## config.mk

```make
export PLATFORM = sky130hd
export DESIGN_NAME = sirm_top
export DESIGN_NICKNAME = d
export VERILOG_FILES = /design/src/sirm_pkg.sv /design/src/sirm_sync_filter.sv /design/src/sirm_top.sv
export VERILOG_INCLUDE_DIRS = /design/src
export SDC_FILE = /design/constraint.sdc
export NUM_CORES = 1
export LEC_CHECK = 0
export ABC_AREA = 1
export CELL_PAD_IN_SITES_DETAIL_PLACEMENT = 0
export CELL_PAD_IN_SITES_GLOBAL_PLACEMENT = 1
export CORE_UTILIZATION = 43
export DETAILED_ROUTE_END_ITERATION = 8
export DONT_BUFFER_PORTS = 1
export PLACE_DENSITY = 0.76
export SLEW_MARGIN = 15
export SYNTH_ARGS = -nofsm -noshare
export SYNTH_HDL_FRONTEND = slang
export SYNTH_SLANG_ARGS = --single-unit
```

## constraint.sdc

```tcl
create_clock -name i_mclk -period 1.77 [get_ports i_mclk]
set_clock_uncertainty 0.1 [all_clocks]
set_input_delay 0 -clock i_mclk [delete_from_list [all_inputs] [get_ports i_mclk]]
set_output_delay 0 -clock i_mclk [all_outputs]
set_load 0.01 [all_outputs]
```

## src/sirm_regs.svh

```systemverilog
// register offsets, field positions, reset values and timing counts of the supply integrity monitor
// Contract
// - enabled detector holds reset below hysteresis threshold
// - power-on and drop resets both drive pin; here power-on only clears the lock flag
// - supply glitches shorter than filter ignored
// - reset pin low throughout supply fault
// - watchdog underflow gives minimum low pulse
// - illegal opcode or prebyte also resets
// - option bit selects detector presence
// - option selects low, medium, high threshold
// - warning flag is read-only comparator output
// - warning works only with detector enabled
// - warning threshold follows detector level
// - crossing sets flag, enabled raises interrupt
// - interrupt needs enable and cleared mask
// - wait mode normal, warning wakes
// - halt freezes register, warning inactive; here the cause and lock flags still follow their events in halt
// - eight-bit layout, bit seven kept clear
// - watchdog flag set, cleared by read/fault
// - fault flag set, cleared by read only
// - lock flag set by pll, power-on clears
// - pending warning cleared on service entry
`ifndef SIRM_REGS_SVH
`define SIRM_REGS_SVH
`define SIRM_CTRL_STATUS_OFFSET 12'h000
`define SIRM_BIT_IRQ_EN 0
`define SIRM_BIT_WARN_FLAG 1
`define SIRM_BIT_LOW_RST_FLAG 2
`define SIRM_BIT_PLL_LOCK 3
`define SIRM_BIT_WDG_FLAG 4
`define SIRM_BIT_TRIM_LO 5
`define SIRM_BIT_TRIM_HI 6
`define SIRM_CTRL_RESET 8'h60
`define SIRM_GLITCH_NS 200
`define SIRM_WDG_PULSE_NS 30000
`define SIRM_CLK_NS 25
`define SIRM_GLITCH_CYC ((`SIRM_GLITCH_NS + `SIRM_CLK_NS - 1) / `SIRM_CLK_NS)
`define SIRM_WDG_PULSE_CYC ((`SIRM_WDG_PULSE_NS + `SIRM_CLK_NS - 1) / `SIRM_CLK_NS)
`endif

```

## src/sirm_pkg.sv

```systemverilog
// types of the supply integrity monitor
package sirm_pkg;
  typedef enum logic [1:0] {
    SIRM_LVL_LOW = 2'b00,
    SIRM_LVL_MED = 2'b01,
    SIRM_LVL_HIGH = 2'b10
  } sirm_level_type;
  typedef enum logic [1:0] {
    SIRM_ST_RUN = 2'b00,
    SIRM_ST_FAULT = 2'b01,
    SIRM_ST_WDG = 2'b11
  } sirm_state_type;
endpackage

```

## src/sirm_sync_filter.sv

```systemverilog
// two-flop synchroniser plus stability filter for a comparator level
`timescale 1ns/1ps
module sirm_sync_filter #(
  parameter int FILTER_CYC = 8,
  parameter bit RESET_VAL = 1'b0
) (
  // clock and reset
  input wire logic i_mclk,
  input wire logic i_rst,
  // raw and filtered level
  input wire logic i_level,
  output logic o_level
);
  localparam int CW = $clog2(FILTER_CYC + 1);
  initial
  begin
    if (FILTER_CYC < 1)
      $error("filter length must be at least one");
  end
  logic meta_reg;
  logic sync_reg;
  logic out_reg;
  logic [CW-1:0] cnt_reg;
  wire differs = sync_reg != out_reg;
  wire expired = cnt_reg == CW'(FILTER_CYC - 1);
  always_ff @(posedge i_mclk)
  begin
    if (i_rst)
    begin
      meta_reg <= RESET_VAL;
      sync_reg <= RESET_VAL;
      out_reg <= RESET_VAL;
      cnt_reg <= '0;
    end
    else
    begin
      meta_reg <= i_level;
      sync_reg <= meta_reg;
      // level must hold for the full filter time before it is accepted
      cnt_reg <= (differs && !expired) ? cnt_reg + 1'b1 : '0;
      if (differs && expired)
        out_reg <= sync_reg;
    end
  end
  assign o_level = out_reg;
endmodule

```

## src/sirm_top.sv

```systemverilog
// supply integrity reset monitor: reset pin control, reset-cause flags, supply warning, APB register
//
// Chosen here: the placing of the registers and the APB slave port.
`timescale 1ns/1ps
`include "sirm_regs.svh"
module sirm_top #(
  parameter int GLITCH_CYC = `SIRM_GLITCH_CYC,
  parameter int WDG_PULSE_CYC = `SIRM_WDG_PULSE_CYC
) (
  // clock and reset
  input wire logic i_mclk,
  input wire logic i_rst,
  // apb slave
  input wire logic i_psel,
  input wire logic i_penable,
  input wire logic i_pwrite,
  input wire logic [11:0] i_paddr,
  input wire logic [31:0] i_pwdata,
  input wire logic [3:0] i_pstrb,
  output logic [31:0] o_prdata,
  output logic o_pready,
  output logic o_pslverr,
  // nonvolatile options
  input wire logic i_opt_detector_en,
  input wire logic [1:0] i_opt_level,
  // analog comparators (asynchronous)
  input wire logic i_low_supply_cmp,
  input wire logic i_aux_supply_cmp,
  output logic [1:0] o_threshold_sel,
  output logic o_aux_detector_en,
  // reset sources
  input wire logic i_power_on,
  input wire logic i_wdg_underflow,
  input wire logic i_illegal_op,
  input wire logic i_pll_locked,
  // reset pin, open drain
  input wire logic i_reset_pin,
  output logic o_reset_pin,
  output logic o_reset_pin_oe,
  output logic o_core_reset,
  // core interrupt interface and power modes
  input wire logic i_global_irq_mask,
  input wire logic i_irq_ack,
  input wire logic i_wait_mode,
  input wire logic i_halt_mode,
  output logic o_warn_irq,
  output logic o_wait_wake,
  output logic [1:0] o_osc_trim
);
  localparam int PW = $clog2(WDG_PULSE_CYC + 1);
  initial
  begin
    if (WDG_PULSE_CYC < 1 || GLITCH_CYC < 1)
      $error("timing counts must be at least one");
  end

  // filtered comparator levels; low_supply high means supply below threshold
  logic low_filt;
  logic aux_filt;
  logic reset_pin_meta_reg;
  logic reset_pin_sync_reg;
  sirm_sync_filter #(.FILTER_CYC(GLITCH_CYC), .RESET_VAL(1'b1)) u_low_filter (
    .i_mclk(i_mclk),
    .i_rst(i_rst),
    .i_level(i_low_supply_cmp),
    .o_level(low_filt)
  );
  sirm_sync_filter #(.FILTER_CYC(GLITCH_CYC), .RESET_VAL(1'b0)) u_aux_filter (
    .i_mclk(i_mclk),
    .i_rst(i_rst),
    .i_level(i_aux_supply_cmp),
    .o_level(aux_filt)
  );

  // option handling: an unused detector never produces a fault
  wire supply_fault = i_opt_detector_en && low_filt;
  wire sirm_pkg::sirm_level_type level_sel = (i_opt_level == 2'b11) ? sirm_pkg::SIRM_LVL_HIGH
    : sirm_pkg::sirm_level_type'(i_opt_level);
  assign o_threshold_sel = level_sel;
  assign o_aux_detector_en = i_opt_detector_en && !i_halt_mode;

  // reset sequencer
  sirm_pkg::sirm_state_type state_reg;
  sirm_pkg::sirm_state_type state_next;
  logic [PW-1:0] pulse_reg;
  logic [PW-1:0] pulse_next;
  logic power_on_reg;
  logic power_on_meta_reg;
  logic pll_meta_reg;
  logic pll_sync_reg;
  wire wdg_done = pulse_reg == PW'(WDG_PULSE_CYC - 1);
  always_comb
  begin
    state_next = state_reg;
    pulse_next = '0;
    unique case (state_reg)
      sirm_pkg::SIRM_ST_RUN:
      begin
        if (supply_fault)
          state_next = sirm_pkg::SIRM_ST_FAULT;
        else if (i_wdg_underflow || i_illegal_op)
          state_next = sirm_pkg::SIRM_ST_WDG;
      end
      sirm_pkg::SIRM_ST_FAULT:
      begin
        if (!supply_fault)
          state_next = sirm_pkg::SIRM_ST_RUN;
      end
      sirm_pkg::SIRM_ST_WDG:
      begin
        pulse_next = wdg_done ? pulse_reg : pulse_reg + 1'b1;
        if (supply_fault)
          state_next = sirm_pkg::SIRM_ST_FAULT;
        else if (wdg_done)
          state_next = sirm_pkg::SIRM_ST_RUN;
      end
      default:
        state_next = sirm_pkg::SIRM_ST_RUN;
    endcase
  end
  always_ff @(posedge i_mclk)
  begin
    if (i_rst)
    begin
      state_reg <= sirm_pkg::SIRM_ST_RUN;
      pulse_reg <= '0;
      reset_pin_meta_reg <= 1'b1;
      reset_pin_sync_reg <= 1'b1;
      power_on_meta_reg <= 1'b0;
      power_on_reg <= 1'b0;
      pll_meta_reg <= 1'b0;
      pll_sync_reg <= 1'b0;
    end
    else
    begin
      state_reg <= state_next;
      pulse_reg <= pulse_next;
      reset_pin_meta_reg <= i_reset_pin;
      reset_pin_sync_reg <= reset_pin_meta_reg;
      // power-on and lock levels come from analog and another clock
      power_on_meta_reg <= i_power_on;
      power_on_reg <= power_on_meta_reg;
      pll_meta_reg <= i_pll_locked;
      pll_sync_reg <= pll_meta_reg;
    end
  end
  wire pin_drive = state_reg != sirm_pkg::SIRM_ST_RUN;
  assign o_reset_pin = 1'b0;
  assign o_reset_pin_oe = pin_drive;
  assign o_core_reset = pin_drive || !reset_pin_sync_reg;

  // apb decode
  wire hit = i_paddr == `SIRM_CTRL_STATUS_OFFSET;
  wire access = i_psel && i_penable;
  wire wr_ctrl = access && i_pwrite && hit && i_pstrb[0];
  wire rd_ctrl = access && !i_pwrite && hit;
  // a supply fault during a watchdog pulse is still a supply-fault reset
  wire fault_event = state_reg != sirm_pkg::SIRM_ST_FAULT && state_next == sirm_pkg::SIRM_ST_FAULT;
  wire wdg_event = state_reg == sirm_pkg::SIRM_ST_RUN && state_next == sirm_pkg::SIRM_ST_WDG;
  wire frozen = i_halt_mode;

  // control/status register fields
  logic irq_en_reg;
  logic warn_flag_reg;
  logic low_rst_flag_reg;
  logic pll_lock_reg;
  logic wdg_flag_reg;
  logic [1:0] trim_reg;
  logic warn_pend_reg;
  wire warn_now = o_aux_detector_en && aux_filt;
  wire warn_rise = warn_now && !warn_flag_reg;
  wire [7:0] ctrl_status = {1'b0, trim_reg, wdg_flag_reg, pll_lock_reg, low_rst_flag_reg,
    warn_flag_reg, irq_en_reg};
  wire rd_clear = rd_ctrl && !frozen;
  always_ff @(posedge i_mclk)
  begin
    if (i_rst || power_on_reg)
      pll_lock_reg <= 1'b0;
    else if (pll_sync_reg)
      pll_lock_reg <= 1'b1;
  end
  // set wins over clear-by-read for both cause flags
  always_ff @(posedge i_mclk)
  begin
    if (i_rst)
      low_rst_flag_reg <= 1'b0;
    else if (fault_event)
      low_rst_flag_reg <= 1'b1;
    else if (rd_clear)
      low_rst_flag_reg <= 1'b0;
  end
  always_ff @(posedge i_mclk)
  begin
    if (i_rst)
      wdg_flag_reg <= 1'b0;
    else if (wdg_event)
      wdg_flag_reg <= 1'b1;
    else if (fault_event || rd_clear)
      wdg_flag_reg <= 1'b0;
  end
  // halt freezes the warning flag, the writable fields and the pending request
  always_ff @(posedge i_mclk)
  begin
    if (i_rst)
      warn_flag_reg <= 1'b0;
    else if (!frozen)
      warn_flag_reg <= warn_now;
  end
  always_ff @(posedge i_mclk)
  begin
    if (i_rst)
    begin
      irq_en_reg <= 1'b0;
      trim_reg <= 2'(`SIRM_CTRL_RESET >> `SIRM_BIT_TRIM_LO);
    end
    else if (wr_ctrl && !frozen)
    begin
      irq_en_reg <= i_pwdata[`SIRM_BIT_IRQ_EN];
      trim_reg <= i_pwdata[`SIRM_BIT_TRIM_HI:`SIRM_BIT_TRIM_LO];
    end
  end
  always_ff @(posedge i_mclk)
  begin
    if (i_rst)
      warn_pend_reg <= 1'b0;
    else if (!frozen && warn_rise)
      warn_pend_reg <= 1'b1;
    else if (!frozen && i_irq_ack)
      warn_pend_reg <= 1'b0;
  end
  wire irq_req = warn_pend_reg && irq_en_reg && !frozen;
  assign o_warn_irq = irq_req && !i_global_irq_mask;
  assign o_wait_wake = o_warn_irq && i_wait_mode;
  assign o_osc_trim = trim_reg;

  // apb answer: zero wait states, unmapped reads zero with error
  logic [31:0] prdata_reg;
  always_ff @(posedge i_mclk)
  begin
    if (i_rst)
      prdata_reg <= 32'h0000_0000;
    else if (i_psel && !i_penable && !i_pwrite)
      prdata_reg <= (i_paddr == `SIRM_CTRL_STATUS_OFFSET) ? {24'h00_0000, ctrl_status} : 32'h0000_0000;
  end
  assign o_prdata = prdata_reg;
  assign o_pready = 1'b1;
  assign o_pslverr = access && !hit;
endmodule

```

[Word-level counts from Yosys, hierarchy flattened]
Cells that the tools add are included.
Widths: inputs -> output; s select.
Word-level totals
  bits in registers: 73
  bits of input ports: 67
  output and inout port bits: 44
Cells by class
  $add $sub $neg: 3
  equality and inequality tests: 11
  multiplexer cells: 14
  bitwise operators: 3
  reduce and logical (&&, ||, !) cells: 49
Operator list (count)
  $logic_and 1x1->1: 27
  $logic_not 12->1: 1
  $mux 2: 6
  $add 11x1->11 const B: 1
  $eq 11x11->1 const B: 1
  $logic_not 1->1: 9
  $add 4x1->4 const B: 2
  $eq 4x3->1 const B: 2
  $reduce_bool 2->1: 4
  $mux 7: 1
  $eq 2x2->1 const B: 3
  $mux 1: 6
  $pmux 2 s3: 1
  $reduce_or 2->1: 3
  $eq 2x1->1 const B: 2
  $logic_or 1x1->1: 4
  $not 1->1: 3
  $logic_not 2->1: 1
  $ne 1x1->1: 2
  $ne 2x1->1 const B: 1

[Logic depth before layout (Yosys ltp)]
Gate-level depths: netlist of run 1.
  depth after elaboration: 9
  depth in mapped cells: 7
  depth with buffers taken out: 7

[By module]
From an unflattened synthesis of run 1, not the netlist that was laid out.
Second synthesis, totals
  cell total of the unflattened synthesis: 294
  area, all modules: 2232.1 µm²
By module, submodules not included
  sirm_top: instances 1, cells an instance 227, area each 1691.6 µm², seq. area each 680.7 µm²
  sirm_sync_filter (u_aux_filter): instances 1, cells an instance 35, area each 270.3 µm², seq. area each 140.1 µm²
  sirm_sync_filter (u_low_filter): instances 1, cells an instance 32, area each 270.3 µm², seq. area each 140.1 µm²

[Worst setup path after synthesis of run 1]
Ideal clock, no wire load.
  path type: register to register
  start: reg pulse_reg[0]
  end: reg pulse_reg[0]
  data arrival time: 1116 ps
  required time: 1548 ps
  setup slack: 432 ps
  stages on the path, launching flop included: 7
  buffers on the path: 0
  clock period less this slack: 1338 ps
  path through: dfxtp_1 ha_1 nand2_2 nor2_4 nand3_2 o21ai_1 a21oi_1
On the way
  longest elaborated chain between the ends: 1
RTL lines
  from (decl): line sirm_top.sv:85  | logic [PW-1:0] pulse_reg;
  from (signal assigned): line sirm_top.sv:137  | pulse_reg <= pulse_next;
  $add 11x1->11 / $eq 11x11->1 (equally long branches): line sirm_top.sv:111, sirm_top.sv:91
Several ways; a longest one is shown, not always the timed one.
A chain may end at the register's enable or synchronous reset.

[Worst setup path in the final report of run 1]
  start: in i_paddr[4]
  end: reg trim_reg[1], in the netlist o_osc_trim[1]
On the way
  longest elaborated chain between the ends: 4
RTL lines
  from (decl): line sirm_top.sv:17  | input wire logic [11:0] i_paddr,
  $logic_not 12->1 (no line)
  $logic_and 1x1->1 (2 in a row): line sirm_top.sv:155  | wire wr_ctrl = access && i_pwrite && hit && i_pstrb[0];
  $logic_and 1x1->1: line sirm_top.sv:216  | else if (wr_ctrl && !frozen)
  to (signal assigned): line sirm_top.sv:214  | trim_reg <= 2'(`SIRM_CTRL_RESET >> `SIRM_BIT_TRIM_LO);
  to (signal assigned): line sirm_top.sv:219  | trim_reg <= i_pwdata[`SIRM_BIT_TRIM_HI:`SIRM_BIT_TRIM_LO];
  to (decl): line sirm_top.sv:168  | logic [1:0] trim_reg;
Every way passes these cells.

==> results of run 1 <==
## logic make-up after synthesis
| family | after synthesis | synth area share (%) |
|---|---|---|
| and+or+nand+nor | 126 | 27.4 |
| buffers and inverters | 65 | 16.0 |
| DFF | 48 | 42.9 |
| AOI/OAI and AO/OA | 42 | 9.73 |
| xor gates and xnor gates | 5 | 1.96 |
| adders and majority gates | 3 | 1.68 |
| other | 2 | 0.336 |
## per-layer routing
| layer | GRT usage (%) | vias to the layer above |
|---|---|---|
| li1 | - | 935 |
| met1 | 19.2 | 767 |
| met2 | 28.2 | 65 |
| met3 | 4.61 | 7 |
| met4 | 5.13 | 0 |
| met5 | 0 | - |
## metrics by stage
step	TNS, ps	setup slack, ps	power [mW]	hold slack (ps)
2_1_floorplan	0	432	1.29	-52.5
3_3_place_gp	0	283	1.26	-99.9
3_5_place_dp	0	245	1.26	-99.9
4_1_cts	0	78.0	2.14	23.7
5_1_grt	-4.41	-4.41	2.21	32.8
6_report	0	113	2.11	27.5
## cell type report
cell class	instances	area (um^2)	area share (%)
Sequential cell	48	961	37.2
Timing Repair Buffer	28	277	10.7
Clock buffer	6	82.6	3.20
Multi-Input combinational cell	203	1020	39.6
Inverter	31	118	4.55
Clock inverter	2	38.8	1.50
Tap cell	67	83.8	3.24
## worst max-delay path: stages
cell and delay, ps:
sky130_fd_sc_hd__dlygate4sd3_1 550, sky130_fd_sc_hd__nor2_1 90, sky130_fd_sc_hd__nand2_1 90, sky130_fd_sc_hd__nor2_4 160, sky130_fd_sc_hd__buf_6 150, sky130_fd_sc_hd__nand4_1 80, sky130_fd_sc_hd__dlygate4sd3_1 580, sky130_fd_sc_hd__nand3_1 80
## power breakdown
group	switching [mW]	leakage, nW	total [mW]	internal [mW]
sequential	0.0182	0.391	1.13	1.11
clock	0.365	0.0614	0.827	0.462
combinational	0.0938	0.611	0.156	0.0624
## final timing paths
kind | to | slack [ps]
worst max-delay path | o_osc_trim[1]$_SDFFE_PP1P_ | 110
worst min register to register | pll_lock_reg$_SDFFE_PP0P_ | 300
worst min-delay path | wdg_flag_reg$_SDFFE_PP0P_ | 30
worst max register to register | state_reg[0]$_SDFF_PP0_ | 190
## synth_stat cells, drive strengths merged
| cell type | count |
|---|---|
| nand3 | 21 |
| o21ai | 17 |
| nand2 | 36 |
| or2 | 5 |
| a21o | 1 |
| a2bb2oi | 1 |
| nor2 | 40 |
| nor4 | 2 |
| conb | 2 |
| nor3b | 3 |
| nor3 | 12 |
| inv | 30 |
| and2 | 2 |
| a21oi | 22 |
| dfxtp | 48 |
| clkbuf | 1 |
| ha | 3 |
| xor2 | 5 |
| a31oi | 1 |
| nand4 | 5 |
| clkinv | 1 |
| buf | 33 |
## timing repair
item                                    CTS  global route
buffers inserted                          0             0
hold buffers                             24             0
endpoints found under the hold margin    44             0
gates resized for setup                   0             5
endpoints found under the setup margin    0            11
==> metrics.json, run 1 <==
{
  "final_cell_area_um2": 2580,
  "max_slew_margin_pct": 55.1,
  "final-instance-count-excl-fill": 385,
  "wirelength_mm": 4.21,
  "critPathLaunchType": "input port",
  "period_minus_slack_ps": 1660,
  "drv_slew": 0,
  "syn_inst": 291,
  "critical_path_arrival_ps": 1790,
  "layout-drive-gt1-share_pct": 9.12,
  "grt_start_max_net_pins": 19,
  "remaining_drc_errors": 0,
  "met2WireLength_mm": 1.95,
  "track_usage_pct": 16.2,
  "clock-sinks": 48,
  "cp.required_ps": 1900,
  "timing.final.crit_share_pct": 93.6,
  "powerDensity_nw_per_um2": 816,
  "sum_of_net_half_perimeters_after_detailed_placement_mm": 2.89,
  "syn_area_um2": 2240,
  "worst_pin_slew_ps": 673,
  "chipHeight_um": 74.2,
  "die-area_um2": 5500,
  "vias": 1774,
  "yosysTopAreaCell": "sky130_fd_sc_hd__dfxtp_1",
  "timing.hold.worst.start": "i_illegal_op",
  "clk_pin_slew_worst_paths_ps": 80,
  "grt_first_pass_wirelength_mm": 6.79,
  "synth_seq_area_share_pct": 42.9,
  "hold_path.class": "in -> reg",
  "synth_cell_types": 33,
  "layout.cells.most_common": "sky130_fd_sc_hd__dfxtp_1",
  "crit_path_start": "i_paddr[4]",
  "detail_route.vias_per_cell": 4.61,
  "worst_skew_pair.late_latency_ps": 300,
  "final_core_utilization_pct": 52.9,
  "synth_top_cells_by_area": "sky130_fd_sc_hd__dfxtp_1 43%, sky130_fd_sc_hd__buf_4 9.7%, sky130_fd_sc_hd__nor2_1 6.2%",
  "floorplan.initialDensity_pct": 45.9,
  "port_buffers": 0,
  "cap_viol_max_count": 0,
  "synthDominantCellAreaShare_pct": 42.9,
  "rows": 25,
  "cts_htree_levels": 2,
  "critical_path.reg2reg.startpoint": "state_reg[0]$_SDFF_PP0_",
  "globalRoute.totalOverflow": 0,
  "leakage_nw": 1.06,
  "ios": 111,
  "finalWeightedCongestion": 0.798,
  "ir_worst_vdd_mv": 0.557,
  "timing.final.hold_violations": 0,
  "routed-wl-met3_um": 259,
  "timing.final.setup_violations": 0,
  "postPlaceCellArea_um2": 2210,
  "syn_to_final_growth_pct": 15.4,
  "count_of_inserted_antenna_diode_cells": 0,
  "min_delay_path_depth": 3,
  "reg2regPathDepth": 6,
  "final_nets": 387,
  "die_width_um": 74.2,
  "largest_register_ff_count": 11,
  "tritoncts": "done",
  "most-common-layout-cells": "48 x sky130_fd_sc_hd__dfxtp_1, 35 x sky130_fd_sc_hd__nor2_1, 35 x sky130_fd_sc_hd__nand2_1",
  "number_of_antenna_violations_at_the_first_check_in_global_routing": 0,
  "detail_route.wirelength.met1_mm": 1.95,
  "first_global_vias": 1595,
  "run_status": "finished clean",
  "avgSynthCellArea_um2": 7.69,
  "postSynthRegisterBits": 48,
  "design.core.area_um2": 4880,
  "cts_buffers": 5,
  "end_kind": "flip-flop",
  "maxClockFrequency_ghz": 0.604,
  "clock-root-buffer": "sky130_fd_sc_hd__clkbuf_8",
  "drt_pre_antenna_iters": 4,
  "largest_buffer_count_on_any_clock_path": 2,
  "ws_path_type": "in -> reg",
  "fillers": 504,
  "routed.top_layer": "met4",
  "synth-warning-count": 0,
  "critical_path.max_fanout": 8,
  "detailedRoute.firstIterationViolations": 77,
  "wl_per_cell_um": 10.9,
  "ant_nets": 0,
  "post_placement_cell_count": 353
}
(Power assumes the default switching activity.)
==> run 2: changes to the inputs <==
RECOVER_POWER = 50   (was default)
==> run 2 against run 1 <==
Compared with the run above: flip-flop and latch count did not move; via count fell by 0.17%; power barely moved; highest routed layer unchanged.
==> metrics.json, run 2 (same netlist as run 1, synthesis figures left out) <==
{
  "layout-drive-gt1-share_pct": 9.12,
  "clock-root-buffer": "sky130_fd_sc_hd__clkbuf_8",
  "die-area_um2": 5500,
  "first_global_vias": 1595,
  "cts_htree_levels": 2,
  "reg2regPathDepth": 6,
  "ws_path_type": "in -> reg",
  "timing.critical_path.depth": 8,
  "timing.final.hold_violations": 0,
  "design.core.area_um2": 4880,
  "rr_endpoint": "state_reg[0]$_SDFF_PP0_",
  "critical-path-max-stage-delay_ps": 580,
  "critical_path_arrival_ps": 1790,
  "die_width_um": 74.2,
  "tritoncts": "done",
  "most-common-layout-cells": "48 x sky130_fd_sc_hd__dfxtp_1, 35 x sky130_fd_sc_hd__nor2_1, 35 x sky130_fd_sc_hd__nand2_1",
  "postPlaceCellArea_um2": 2210,
  "globalRoute.totalOverflow": 0,
  "worst_pin_slew_ps": 809,
  "final_cell_area_um2": 2570,
  "grt_start_max_net_pins": 19,
  "critical_path.reg2reg.startpoint": "state_reg[0]$_SDFF_PP0_",
  "syn_to_final_growth_pct": 15.0,
  "hold_path.class": "in -> reg",
  "clock-sinks": 48,
  "wl_per_cell_um": 10.9,
  "timing.hold.worst.start": "i_illegal_op",
  "post_cts_buffers": 0,
  "worst_path_dominant_cell_family": "buffers and inverters",
  "vias": 1771,
  "leakage_nw": 1.05,
  "floorplan.initialDensity_pct": 45.9,
  "final_nets": 387,
  "ios": 111,
  "worst_skew_pair.late_latency_ps": 300,
  "ir_worst_vdd_mv": 0.558,
  "hold_end": "wdg_flag_reg$_SDFFE_PP0P_",
  "critPathLaunchType": "input port",
  "track_usage_pct": 16.2,
  "rows": 25,
  "largest_register_ff_count": 11,
  "fillers": 505,
  "grt.met3_usage_pct": 4.61,
  "clk_pin_slew_worst_paths_ps": 80,
  "remaining_drc_errors": 0,
  "timing.critical_path.buf_inv": 3,
  "port_buffers": 0,
  "met2_usage_pct": 28.2,
  "crit_path_cell_trace": "dlygate4sd3_1, nor2_1, nand2_1, nor2_4, buf_6, nand4_1, dlygate4sd3_1, nand3_1",
  "pre_cts_ws_ps": 245,
  "worst_hold_slack_ps": 27.7,
  "cap_viol_max_count": 0,
  "powerDensity_nw_per_um2": 818,
  "timing.final.setup_violations": 0,
  "maxClockFrequency_ghz": 0.603,
  "count_of_inserted_antenna_diode_cells": 0,
  "run_status": "finished clean",
  "drt_pre_antenna_iters": 4,
  "timing.final.crit_share_pct": 93.7,
  "chipHeight_um": 74.2,
  "number_of_antenna_violations_at_the_first_check_in_global_routing": 0,
  "largest_buffer_count_on_any_clock_path": 2,
  "sum_of_net_half_perimeters_after_detailed_placement_mm": 2.89,
  "wirelength_mm": 4.21,
  "period_minus_slack_ps": 1660,
  "detailedRoute.firstIterationViolations": 74,
  "setup_slack_of_the_worst_register_to_register_path_ps": 190,
  "worst_path_most_repeated_cell": "sky130_fd_sc_hd__dlygate4sd3_1",
  "min_delay_path_depth": 3,
  "finalWorstSetupSlack_ps": 112,
  "drv_slew": 0,
  "critical_path.max_fanout": 8,
  "detail_route.vias_per_cell": 4.60,
  "met1_track_utilization_from_global_routing_pct": 19.2,
  "cts_buffers": 5,
  "max_slew_margin_pct": 46.1,
  "end_kind": "flip-flop",
  "crit_path_top_delay_cell": "sky130_fd_sc_hd__dlygate4sd3_1",
  "setup_total_negative_slack_ps": 0,
  "grt_first_pass_wirelength_mm": 6.79,
  "ant_nets": 0,
  "cp.required_ps": 1900,
  "layout.cells.most_common": "sky130_fd_sc_hd__dfxtp_1",
  "grt_most_used_layer": "met2",
  "finalWeightedCongestion": 0.798
}
[run 2: changes by cell type in the layout (fill, tap and decap cells not counted)]
| cell | change |
|---|---|
| sky130_fd_sc_hd__clkbuf_1 | +1 |
| sky130_fd_sc_hd__dlymetal6s4s_1 | -1 |
[run 2: worst reg2reg max path, cell delays in order (launching register included)]
cell and delay (ps):
sky130_fd_sc_hd__dfxtp_1 390, sky130_fd_sc_hd__nor2_2 70, sky130_fd_sc_hd__o21ai_0 90, sky130_fd_sc_hd__dlygate4sd3_1 580, sky130_fd_sc_hd__nand2_1 60, sky130_fd_sc_hd__a21oi_1 120, sky130_fd_sc_hd__nor2_1 50
[run 2: area by class of cell]
class	count	area (um^2)	share of cell area, %
timing repair buffer	28	268	10.4
multi-input combinational	203	1020	39.7
sequential	48	961	37.3
clock buffer	6	82.6	3.21
clock inverter	2	38.8	1.51
tap	67	83.8	3.26
inverter	31	118	4.57
[run 2: power breakdown]
part	internal (mW)	total, mW	switching [mW]
combinational	0.0610	0.155	0.0939
sequential	1.11	1.13	0.0182
clock	0.462	0.826	0.364
total	1.63	2.11	0.476
[run 2: stage by stage]
stage / utilization [%] / instances / power [mW]
global route: 52.8 / 385 / 2.21
floorplan: - / 316 / 1.29
finish: 52.8 / 385 / 2.11
detailed placement: 45.2 / 353 / 1.26
global placement: 45.2 / 353 / 1.26
CTS: 52.6 / 385 / 2.14
[run 2: worst max-delay path by stage]
stage | slack [ps] | start | endpoint
after CTS | 80 | i_rst | u_aux_filter.cnt_reg[2]$_SDFF_PP0_
after floorplan | 430 | pulse_reg[0]$_SDFFE_PP0N_ | pulse_reg[0]$_SDFFE_PP0N_
after global placement | 280 | pulse_reg[0]$_SDFFE_PP0N_ | pulse_reg[0]$_SDFFE_PP0N_
after global routing | -6 | i_paddr[4] | o_osc_trim[0]$_SDFFE_PP1P_
final | 110 | i_paddr[4] | o_osc_trim[1]$_SDFFE_PP1P_
after detailed placement | 240 | pulse_reg[0]$_SDFFE_PP0N_ | pulse_reg[0]$_SDFFE_PP0N_
[run 2: routing by layer]
metal	routed length, um	up-vias
met5	0	-
met4	45	0
met3	264	7
met2	1940	65
met1	1960	763
li1	-	936
[run 2: what timing repair did]
item,CTS,global route
gates resized for setup,0,5
endpoints found under the hold margin,44,0
hold buffers,24,0
setup endpoints to repair,0,11
